[config.mk]
export PLATFORM = sky130hd
export DESIGN_NAME = sotd_decoder
export DESIGN_NICKNAME = d
export VERILOG_FILES = /design/src/hdl/sotd_pkg.sv /design/src/hdl/sotd_decoder.sv
export VERILOG_INCLUDE_DIRS = /design/src /design/src/hdl
export SDC_FILE = /design/constraint.sdc
export NUM_CORES = 1
export LEC_CHECK = 0
export BUFFER_PORTS_ARGS = -buffer_cell sky130_fd_sc_hd__buf_2
export CAP_MARGIN = 15
export CORE_UTILIZATION = 50
export DETAILED_ROUTE_END_ITERATION = 8
export PLACE_DENSITY = 0.74
export SYNTH_ARGS = -nofsm -noshare
export SYNTH_HDL_FRONTEND = slang
export SYNTH_SLANG_ARGS = --single-unit
[constraint.sdc]
create_clock -name clock -period 2.28 [get_ports clock]
set_clock_uncertainty 0.2 [all_clocks]
set_input_delay 0.228 -clock clock [delete_from_list [all_inputs] [get_ports clock]]
set_output_delay 0.228 -clock clock [all_outputs]
set_load 0.1 [all_outputs]
[src/hdl/sotd_map.svh]
// Purpose: Offsets, field positions, reset values for the telegram decoder
// Assumes: AXI4-Lite, 32-bit data, byte addresses
// Notes:   Definitions only
`ifndef SOTD_MAP_SVH
`define SOTD_MAP_SVH

// Telegram layout
`define SOTD_TEL_LEN       11
`define SOTD_LAST_IDX      4'ha
`define SOTD_BYTE_SEL_LO   0
`define SOTD_BYTE_SEL_HI   2
`define SOTD_BYTE_RESTART  4
`define SOTD_BYTE_STATUS   6
`define SOTD_BYTE_CRC0     7
`define SOTD_FIRST_CRC_IDX 4'h7
`define SOTD_SEL_W         5
`define SOTD_BIT_RST_WF    0
`define SOTD_BIT_RST_PF    1

// Register offsets
`define SOTD_OFS_MODE      12'h000
`define SOTD_OFS_SELECT    12'h004
`define SOTD_OFS_STATUS    12'h008
`define SOTD_OFS_CRC       12'h00c
`define SOTD_OFS_FRAMES    12'h010

// Field positions in SELECT and STATUS
`define SOTD_POS_SEL_HI    8
`define SOTD_POS_BANK      16
`define SOTD_POS_PSTAT     8
`define SOTD_POS_MODE_ERR  16

// Reset values and responses
`define SOTD_MODE_RESET    2'h0
`define SOTD_RESP_OKAY     2'h0
`define SOTD_RESP_SLVERR   2'h2

`endif

[src/hdl/sotd_pkg.sv]
// Purpose: Types shared by the telegram decoder
// Assumes: None
// Notes:   Mode encoding is the value software writes to MODE
package sotd_pkg;

    typedef enum logic [1:0] {
        SOTD_MODE_FIELD_PAIRS = 2'h0,
        SOTD_MODE_HUNDRED     = 2'h1,
        SOTD_MODE_MULTI_CFG   = 2'h2,
        SOTD_MODE_INVALID     = 2'h3
    } sotd_mode_t;

    typedef enum logic [1:0] {
        SOTD_ST_IDLE = 2'h0,
        SOTD_ST_BODY = 2'h1,
        SOTD_ST_CRC  = 2'h3
    } sotd_state_t;

    typedef logic [7:0] sotd_byte_t;

endpackage : sotd_pkg

[src/hdl/sotd_decoder.sv]
// Purpose: Frames and decodes the 11-byte safe output telegram
// Assumes: Byte stream synchronous to clock, first byte flagged
// Notes:   Outputs change one cycle after the last byte is taken
// Operation
// - Payload bytes decoded by configured mode
// - Eleven bytes: payload, status, CRC MSB first
// - Pair mode: byte 0 bits 0-4 select
// - Byte 4 bits 1/0 request restarts
// - Pair mode ignores bytes 1,2,3,5
// - Hundred mode: byte 0 is group one
// - Hundred mode: byte 2 is group two
// - Multi mode: byte 0 selects bank
// - Multi mode: byte 2 selects switchover
`include "sotd_map.svh"

module sotd_decoder
    import sotd_pkg::*;
(
    // Clock and reset
    input  wire logic        clock,
    input  wire logic        arst_n,
    // Telegram byte stream
    input  wire logic        tel_valid,
    input  wire logic        tel_first,
    input  wire logic [7:0]  tel_data,
    // Decoded telegram
    output logic             frame_done,
    output logic [4:0]       select_low,
    output logic [4:0]       select_high,
    output logic [4:0]       bank_select,
    output logic             restart_warning,
    output logic             restart_protect,
    output logic [7:0]       profile_status,
    output logic [7:0]       crc_byte_highest,
    output logic [7:0]       crc_byte_second,
    output logic [7:0]       crc_byte_third,
    output logic [7:0]       crc_byte_lowest,
    output logic             mode_error,
    // AXI4-Lite write
    input  wire logic [11:0] s_axi_awaddr,
    input  wire logic        s_axi_awvalid,
    output logic             s_axi_awready,
    input  wire logic [31:0] s_axi_wdata,
    input  wire logic [3:0]  s_axi_wstrb,
    input  wire logic        s_axi_wvalid,
    output logic             s_axi_wready,
    output logic [1:0]       s_axi_bresp,
    output logic             s_axi_bvalid,
    input  wire logic        s_axi_bready,
    // AXI4-Lite read
    input  wire logic [11:0] s_axi_araddr,
    input  wire logic        s_axi_arvalid,
    output logic             s_axi_arready,
    output logic [31:0]      s_axi_rdata,
    output logic [1:0]       s_axi_rresp,
    output logic             s_axi_rvalid,
    input  wire logic        s_axi_rready
);

    ////////////////////////////////////////////////////////////////////////////
    // Framing

    sotd_state_t state;
    sotd_state_t next_state;
    logic [3:0]  byte_cnt;
    logic        commit;
    sotd_byte_t  tel_buf [`SOTD_TEL_LEN];
    sotd_mode_t  mode;

    // A flagged first byte always restarts, so a torn frame is dropped
    wire         take_byte = tel_valid & (tel_first | (state != SOTD_ST_IDLE));
    wire [3:0]   wr_idx    = tel_first ? 4'h0 : byte_cnt;
    wire         last_byte = take_byte & (wr_idx == `SOTD_LAST_IDX);

    always_comb begin
        next_state = state;
        if (take_byte) begin
            if (last_byte) begin
                next_state = SOTD_ST_IDLE;
            end else if (wr_idx + 4'h1 >= `SOTD_FIRST_CRC_IDX) begin
                next_state = SOTD_ST_CRC;
            end else begin
                next_state = SOTD_ST_BODY;
            end
        end
    end

    always_ff @(posedge clock or negedge arst_n) begin
        if (!arst_n) begin
            state    <= SOTD_ST_IDLE;
            byte_cnt <= 4'h0;
            commit   <= 1'b0;
        end else begin
            state  <= next_state;
            commit <= last_byte;
            if (take_byte) begin
                byte_cnt <= last_byte ? 4'h0 : wr_idx + 4'h1;
            end
        end
    end

    genvar gi;
    generate
        for (gi = 0; gi < `SOTD_TEL_LEN; gi++) begin : g_buf
            always_ff @(posedge clock or negedge arst_n) begin
                if (!arst_n) begin
                    tel_buf[gi] <= 8'h00;
                end else if (take_byte && wr_idx == 4'(gi)) begin
                    tel_buf[gi] <= tel_data;
                end
            end
        end
    endgenerate

    ////////////////////////////////////////////////////////////////////////////
    // Decode by mode

    // Only the low five bits are ever looked at; bits 5-7 are reserved
    wire [4:0] sel_byte_lo = tel_buf[`SOTD_BYTE_SEL_LO][`SOTD_SEL_W-1:0];
    wire [4:0] sel_byte_hi = tel_buf[`SOTD_BYTE_SEL_HI][`SOTD_SEL_W-1:0];
    wire       is_pairs    = (mode == SOTD_MODE_FIELD_PAIRS);
    wire       is_hundred  = (mode == SOTD_MODE_HUNDRED);
    wire       is_multi    = (mode == SOTD_MODE_MULTI_CFG);
    wire       is_invalid  = (mode == SOTD_MODE_INVALID);

    // Invalid mode drives every selection and request inactive (fail safe)
    wire [4:0] next_select_low  = (is_pairs | is_hundred) ? sel_byte_lo
                                                          : 5'h00;
    wire [4:0] next_select_high = (is_hundred | is_multi) ? sel_byte_hi
                                                          : 5'h00;
    wire [4:0] next_bank_select = is_multi ? sel_byte_lo : 5'h00;
    wire       next_rst_wf      = ~is_invalid
                                & tel_buf[`SOTD_BYTE_RESTART][`SOTD_BIT_RST_WF];
    wire       next_rst_pf      = ~is_invalid
                                & tel_buf[`SOTD_BYTE_RESTART][`SOTD_BIT_RST_PF];

    logic [15:0] frame_count;

    always_ff @(posedge clock or negedge arst_n) begin
        if (!arst_n) begin
            frame_done      <= 1'b0;
            select_low      <= 5'h00;
            select_high     <= 5'h00;
            bank_select     <= 5'h00;
            restart_warning <= 1'b0;
            restart_protect <= 1'b0;
            mode_error      <= 1'b0;
            frame_count     <= 16'h0000;
        end else begin
            frame_done <= commit;
            if (commit) begin
                select_low      <= next_select_low;
                select_high     <= next_select_high;
                bank_select     <= next_bank_select;
                restart_warning <= next_rst_wf;
                restart_protect <= next_rst_pf;
                mode_error      <= is_invalid;
                frame_count     <= frame_count + 16'h0001;
            end
        end
    end

    // Status and CRC pass through unchecked; checking is upstream
    always_ff @(posedge clock or negedge arst_n) begin
        if (!arst_n) begin
            profile_status   <= 8'h00;
            crc_byte_highest <= 8'h00;
            crc_byte_second  <= 8'h00;
            crc_byte_third   <= 8'h00;
            crc_byte_lowest  <= 8'h00;
        end else if (commit) begin
            profile_status   <= tel_buf[`SOTD_BYTE_STATUS];
            crc_byte_highest <= tel_buf[`SOTD_BYTE_CRC0];
            crc_byte_second  <= tel_buf[`SOTD_BYTE_CRC0 + 1];
            crc_byte_third   <= tel_buf[`SOTD_BYTE_CRC0 + 2];
            crc_byte_lowest  <= tel_buf[`SOTD_BYTE_CRC0 + 3];
        end
    end

    ////////////////////////////////////////////////////////////////////////////
    // AXI4-Lite write path

    logic        aw_held;
    logic        w_held;
    logic [11:0] awaddr_q;
    logic [31:0] wdata_q;
    logic [3:0]  wstrb_q;

    wire         aw_hs       = s_axi_awvalid & s_axi_awready;
    wire         w_hs        = s_axi_wvalid & s_axi_wready;
    wire         b_hs        = s_axi_bvalid & s_axi_bready;
    wire         have_aw     = aw_held | aw_hs;
    wire         have_w      = w_held | w_hs;
    wire         do_write    = have_aw & have_w & ~s_axi_bvalid;
    wire [11:0]  waddr       = aw_hs ? s_axi_awaddr : awaddr_q;
    wire [31:0]  wdata       = w_hs ? s_axi_wdata : wdata_q;
    wire [3:0]   wstrb       = w_hs ? s_axi_wstrb : wstrb_q;
    wire         next_aw_held = have_aw & ~do_write;
    wire         next_w_held  = have_w & ~do_write;
    wire         next_bvalid  = (s_axi_bvalid & ~b_hs) | do_write;

    wire         wr_mode     = (waddr == `SOTD_OFS_MODE);
    // Read-only registers accept writes silently
    wire         wr_known    = wr_mode
                             | (waddr == `SOTD_OFS_SELECT)
                             | (waddr == `SOTD_OFS_STATUS)
                             | (waddr == `SOTD_OFS_CRC)
                             | (waddr == `SOTD_OFS_FRAMES);

    always_ff @(posedge clock or negedge arst_n) begin
        if (!arst_n) begin
            aw_held       <= 1'b0;
            w_held        <= 1'b0;
            awaddr_q      <= 12'h000;
            wdata_q       <= 32'h0000_0000;
            wstrb_q       <= 4'h0;
            s_axi_awready <= 1'b0;
            s_axi_wready  <= 1'b0;
            s_axi_bvalid  <= 1'b0;
            s_axi_bresp   <= `SOTD_RESP_OKAY;
        end else begin
            aw_held       <= next_aw_held;
            w_held        <= next_w_held;
            s_axi_awready <= ~next_aw_held & ~next_bvalid;
            s_axi_wready  <= ~next_w_held & ~next_bvalid;
            s_axi_bvalid  <= next_bvalid;
            if (aw_hs) begin
                awaddr_q <= s_axi_awaddr;
            end
            if (w_hs) begin
                wdata_q <= s_axi_wdata;
                wstrb_q <= s_axi_wstrb;
            end
            if (do_write) begin
                s_axi_bresp <= wr_known ? `SOTD_RESP_OKAY : `SOTD_RESP_SLVERR;
            end
        end
    end

    // Mode change takes effect on the next completed frame only
    always_ff @(posedge clock or negedge arst_n) begin
        if (!arst_n) begin
            mode <= sotd_mode_t'(`SOTD_MODE_RESET);
        end else if (do_write && wr_mode && wstrb[0]) begin
            mode <= sotd_mode_t'(wdata[1:0]);
        end
    end

    ////////////////////////////////////////////////////////////////////////////
    // AXI4-Lite read path

    wire        ar_hs       = s_axi_arvalid & s_axi_arready;
    wire        r_hs        = s_axi_rvalid & s_axi_rready;
    wire        next_rvalid = (s_axi_rvalid & ~r_hs) | ar_hs;

    wire [31:0] reg_mode   = {30'h0, mode};
    wire [31:0] reg_select = {11'h000, bank_select,
                              3'h0, select_high,
                              3'h0, select_low};
    wire [31:0] reg_status = {15'h0000, mode_error,
                              profile_status,
                              6'h00, restart_protect, restart_warning};
    wire [31:0] reg_crc    = {crc_byte_highest, crc_byte_second,
                              crc_byte_third, crc_byte_lowest};
    wire [31:0] reg_frames = {16'h0000, frame_count};

    logic [31:0] rd_word;
    logic        rd_known;

    always_comb begin
        rd_word  = 32'h0000_0000;
        rd_known = 1'b1;
        if (s_axi_araddr == `SOTD_OFS_MODE) begin
            rd_word = reg_mode;
        end else if (s_axi_araddr == `SOTD_OFS_SELECT) begin
            rd_word = reg_select;
        end else if (s_axi_araddr == `SOTD_OFS_STATUS) begin
            rd_word = reg_status;
        end else if (s_axi_araddr == `SOTD_OFS_CRC) begin
            rd_word = reg_crc;
        end else if (s_axi_araddr == `SOTD_OFS_FRAMES) begin
            rd_word = reg_frames;
        end else begin
            rd_known = 1'b0;
        end
    end

    always_ff @(posedge clock or negedge arst_n) begin
        if (!arst_n) begin
            s_axi_arready <= 1'b0;
            s_axi_rvalid  <= 1'b0;
            s_axi_rdata   <= 32'h0000_0000;
            s_axi_rresp   <= `SOTD_RESP_OKAY;
        end else begin
            s_axi_arready <= ~next_rvalid;
            s_axi_rvalid  <= next_rvalid;
            if (ar_hs) begin
                s_axi_rdata <= rd_word;
                s_axi_rresp <= rd_known ? `SOTD_RESP_OKAY : `SOTD_RESP_SLVERR;
            end
        end
    end

endmodule : sotd_decoder

---- After elaboration in Yosys (flattened, before gate mapping) ----
Cells that the tools add are included.
cells by class
  mux-type cells .......................... 22
  add/sub/neg operators ................... 2
  reduce and logical (&&, ||, !) cells .... 15
  bitwise gates (word level) .............. 37
  $lt $le $gt $ge ......................... 1
  equal/unequal tests ..................... 18
operators with widths
  cell                     number
  $mux W32                 4
  $eq A12 B4 Y1 const B    4
  $eq A12 B3 Y1 const B    2
  $eq A12 B5 Y1 const B    2
  $logic_not A12 Y1        2
  $and A1 B1 Y1            17
  $add A16 B1 Y16 const B  1
  $mux W16                 1
  $mux W5                  3
  $eq A4 B3 Y1 const B     3
  $eq A4 B4 Y1 const B     3
  $mux W12                 1
  $or A1 B1 Y1             11
  $logic_and A1 B1 Y1      10
  $mux W2                  5
  $not A1 Y1               9
  $mux W4                  2
  $mux W1                  6
  $add A4 B1 Y4 const B    1
  $eq A2 B2 Y1 const B     2
  $eq A4 B2 Y1 const B     1
  $ge A4 B3 Y1 const B     1
  $logic_not A4 Y1         1
  $eq A2 B1 Y1 const B     1
  other kinds (2)          2
word-level totals
  bits in registers ....................... 194
  logic and storage cells ................. 133

---- Longest topological paths before layout ----
  depth after elaboration ................. 8
  depth in mapped cells ................... 8
  mapped depth without buffers ............ 7

---- Least setup slack after synthesis ----
Ideal clock, no wire load.
  path type ............................... reg-to-reg
  from .................................... register s_axi_awready
  to ...................................... register mode[0]
  clock period less this slack ............ 2,418 ps
  slack ................................... -138 ps
  data required time ...................... 1,955 ps
  path buffers ............................ 0
  arrival ................................. 2,093 ps
  cell stages (with the launch flop) ...... 6
  path through ............................ dfrtp_1 > nand2_1 > or3_1 > o31ai_1 > nand4_1 > mux2_2
on the way
  cells in the longest elaborated chain, start to end .. 6
ends and longest elaborated chain
  item                                  RTL line             RTL
  from (decl)                           sotd_decoder.sv:42   output logic s_axi_awready,
  from (signal assigned)                sotd_decoder.sv:224  s_axi_awready <= ~next_aw_held & ~next_bvalid;
  $and A1 B1 Y1 (*)                     sotd_decoder.sv:189  wire aw_hs = s_axi_awvalid & s_axi_awready;
  $or A1 B1 Y1                          sotd_decoder.sv:192  wire have_aw = aw_held | aw_hs;
  $and A1 B1 Y1 (2 in a row)            sotd_decoder.sv:194  wire do_write = have_aw & have_w & ~s_axi_bvalid;
  $logic_and A1 B1 Y1 (*) (2 in a row)  sotd_decoder.sv:244  end else if (do_write && wr_mode && wstrb[0]) begin
  to (signal assigned)                  sotd_decoder.sv:243  mode <= sotd_mode_t'(`SOTD_MODE_RESET);
  to (signal assigned)                  sotd_decoder.sv:245  mode <= sotd_mode_t'(wdata[1:0]);
  to (decl)                             sotd_decoder.sv:68   sotd_mode_t mode;
Every way passes the cells marked *; elsewhere a longest branch is shown, timed or not.
A chain may end at the register's enable or synchronous reset.

---- Worst setup path in the final report ----
  from .................................... input s_axi_awaddr[7]
  to ...................................... register mode[1]
on the way
  cells in the longest elaborated chain, start to end .. 4
ends and longest elaborated chain
  item                              RTL line             RTL
  from (decl)                       sotd_decoder.sv:40   input wire logic [11:0] s_axi_awaddr,
  $mux W12                          sotd_decoder.sv:195  wire [11:0] waddr = aw_hs ? s_axi_awaddr : awaddr_q;
  $logic_not A12 Y1 (no line)       n/a
  $logic_and A1 B1 Y1 (2 in a row)  sotd_decoder.sv:244
Every way passes these cells.

==> flow_summary.json <==
{
  "rrSetupSlack_ps": 270,
  "required_ps": 2400,
  "die_w_um": 129,
  "grt_max_degree": 62,
  "dpl-instance-area_um2": 9100,
  "synth-edff-count": 0,
  "final.setup.tns_ps": 0,
  "setup.worst_path.class": "in2reg",
  "synth-seq-cells": 192,
  "grt_pass1_vias": 5905,
  "post-route-drc-count": 0,
  "io_pins": 177,
  "async_flop_share_pct": 100,
  "drt_iter0_markers": 375,
  "critPathCaptureType": "flop",
  "routedWlPerCell_um": 18.0,
  "dr.pass1.iters": 5,
  "coreArea_um2": 15900,
  "slowest_delay_ps": 530,
  "start_util_pct": 51.0,
  "drv_slew": 0,
  "power_density_nw_per_um2": 861,
  "clock.fmax_mhz": 483,
  "worst_setup_path_start_kind": "input port",
  "power_leakage_nw": 5.02,
  "cts_root_buffer": "clkbuf_16",
  "cts_sinks": 192,
  "dieArea_um2": 16700,
  "synth.yosys.seq_area_share_pct": 59.3,
  "hold_viol": 0,
  "crit_fanout": 2,
  "port_buffers": 141,
  "ant_nets": 0,
  "cp_data_arrival_time_ps": 2190,
  "hp-class": "in2reg",
  "cts_tree": "done",
  "drv_cap": 0,
  "holdPathEnd": "tel_buf[9]",
  "die_h_um": 129,
  "via_count": 5865,
  "antennaDiodeCount": 0,
  "nets": 924,
  "via_per_inst": 5.50,
  "final_area_um2": 9990,
  "path_cells": "dlygate4sd3_1, buf_2, nor4_1, nand3_1, o41ai_2, nand4_1, mux2_2",
  "clk_pin_slew_worst_paths_ps": 60,
  "slowest_stage": "dlygate4sd3_1",
  "fin_crit_sh_pct": 90.8,
  "syn_to_final_growth_pct": 23.3,
  "synthDistinctLibCells": 51,
  "netlist_area_um2": 8110,
  "fin_crit_ps": 2070,
  "h-tree-depth": 4,
  "ir_worst_vdd_mv": 0.560,
  "grt.total_usage_pct": 24.5,
  "hold_path_depth": 2,
  "row_count": 46,
  "cts_buffers": 17,
  "drt_wl_total_um": 19300,
  "antenna_found_initial": 0,
  "grt_pass1_wl_um": 30600,
  "worst_r2r_startpoint": "state[0]",
  "postCtsSetupBuffers": 0,
  "reg2reg_to": "tel_buf[5]",
  "grt_setup_unrepaired": "no",
  "min-delay-start": "tel_data[1]",
  "cts_buffer_depth": 2,
  "status": "finished clean",
  "ys.warnings.count": 0,
  "syn_inst": 664,
  "drive_gt1_share_pct": 36.0,
  "ys.flop_type": "dfrtp_1",
  "gr-total-overflow": 0,
  "syn_area_per_cell_um2": 12.2,
  "slew_headroom_pct": 65.0,
  "place.gp.congestion": 0.876,
  "dp_hpwl_um": 13300,
  "clock_latency_ps": 430,
  "tightest_slew_ps": 528,
  "rr_worst_depth": 4,
  "setup_viol": 0
}
[metrics by stage]
step | setup WS [ps] | cells | total power [mW] | hold slack [ps] | util (%)
floorplan | 7.75 | 665 | 5.14 | -268 | -
detailed placement | 230 | 1007 | 5.55 | 44.8 | 57.3
global placement | 251 | 1007 | 5.46 | 33.8 | 57.3
CTS | 107 | 1067 | 8.65 | 9.02 | 62.9
global route | 115 | 1067 | 8.96 | 4.81 | 62.9
finish | 211 | 1067 | 8.60 | 9.46 | 62.9
[kinds of logic after synthesis]
logic type	share of synthesized area [%]
AO/OA/AOI/OAI	9.58
other	0.0463
flip-flops	59.3
multiplexers	15.3
adder cells (fa/ha/maj)	1.39
AND/OR/NAND/NOR	9.72
XOR/XNOR	1.73
buffers and inverters	3.01
[sequential cells by signal, indices dropped and copies added (netlist names), 12 cells and up]
name and cells:
tel_buf 42, s_axi_rdata 32, frame_count 16, awaddr_q 12
[placed cells by master (no fill, tap or decap), types with 17 or more instances in the layout]
cell,synthesis,routed
buf_2,6,140
clkbuf_16,0,17
dfrtp_1,192,190
dlygate4sd3_1,0,28
inv_1,29,29
mux2_2,108,108
nand2_1,66,66
nand3_1,18,18
nor2_1,18,18
o21ai_0,52,52
[synth_stat cells (all sizes together) (10+ instances only)]
library cell,number,area [um2]
dfrtp,192,4800
xnor2,10,87.6
mux2,109,1230
buf,12,67.6
nand2,66,248
nor3,10,60.1
nand3,18,90.1
a22o,11,96.3
nor2,18,67.6
a21oi,16,80.1
o21ai,53,265
inv,29,109
clkbuf,18,67.6
[cell type report]
| type | instances | area, um2 |
|---|---|---|
| fillers | 1234 | 5890 |
| flip-flops and latches | 192 | 4810 |
| multi-input cells | 414 | 3070 |
| repair buffers | 184 | 1130 |
| clock buffers | 19 | 443 |
| well taps | 216 | 270 |
| clock inverters | 13 | 161 |
| inverters | 29 | 109 |
[critical path: cells and delay by family]
kind                   cells  cell delay [ps]
AND/OR/NAND/NOR            3              660
AO/OA/AOI/OAI              1              310
buffers and inverters      2              650
multiplexers               1              330
[how the worst max path moves through the flow]
stage,to,from,slack (ps)
floorplan,s_axi_rdata[2],s_axi_arready,8
global placement,mode[1],s_axi_awaddr[7],250
detailed placement,mode[0],s_axi_awaddr[7],230
CTS,mode[0],s_axi_awaddr[7],110
global route,tel_buf[7],tel_valid,120
finish,mode[1],s_axi_awaddr[7],210
[what timing repair did]
item	4_1_cts	5_1_grt
endpoints found under the hold margin	112	0
gates resized for setup	0	1
hold buffers	28	0
setup endpoints to repair	0	2
[routing by layer]
metal,wire length (um),vias up,GRT usage [%]
li1,-,2685,-
met1,8260,2927,31.9
met2,9340,209,39.2
met3,1060,44,6.15
met4,588,0,10.2
met5,0,-,0
[power by group]
part	internal, mW	total [mW]	switching, mW
clock network	1.76	3.03	1.27
logic	0.559	1.45	0.886
registers	3.86	4.13	0.272
total	6.17	8.60	2.43
Note: power is estimated with default switching activity, not from simulation.
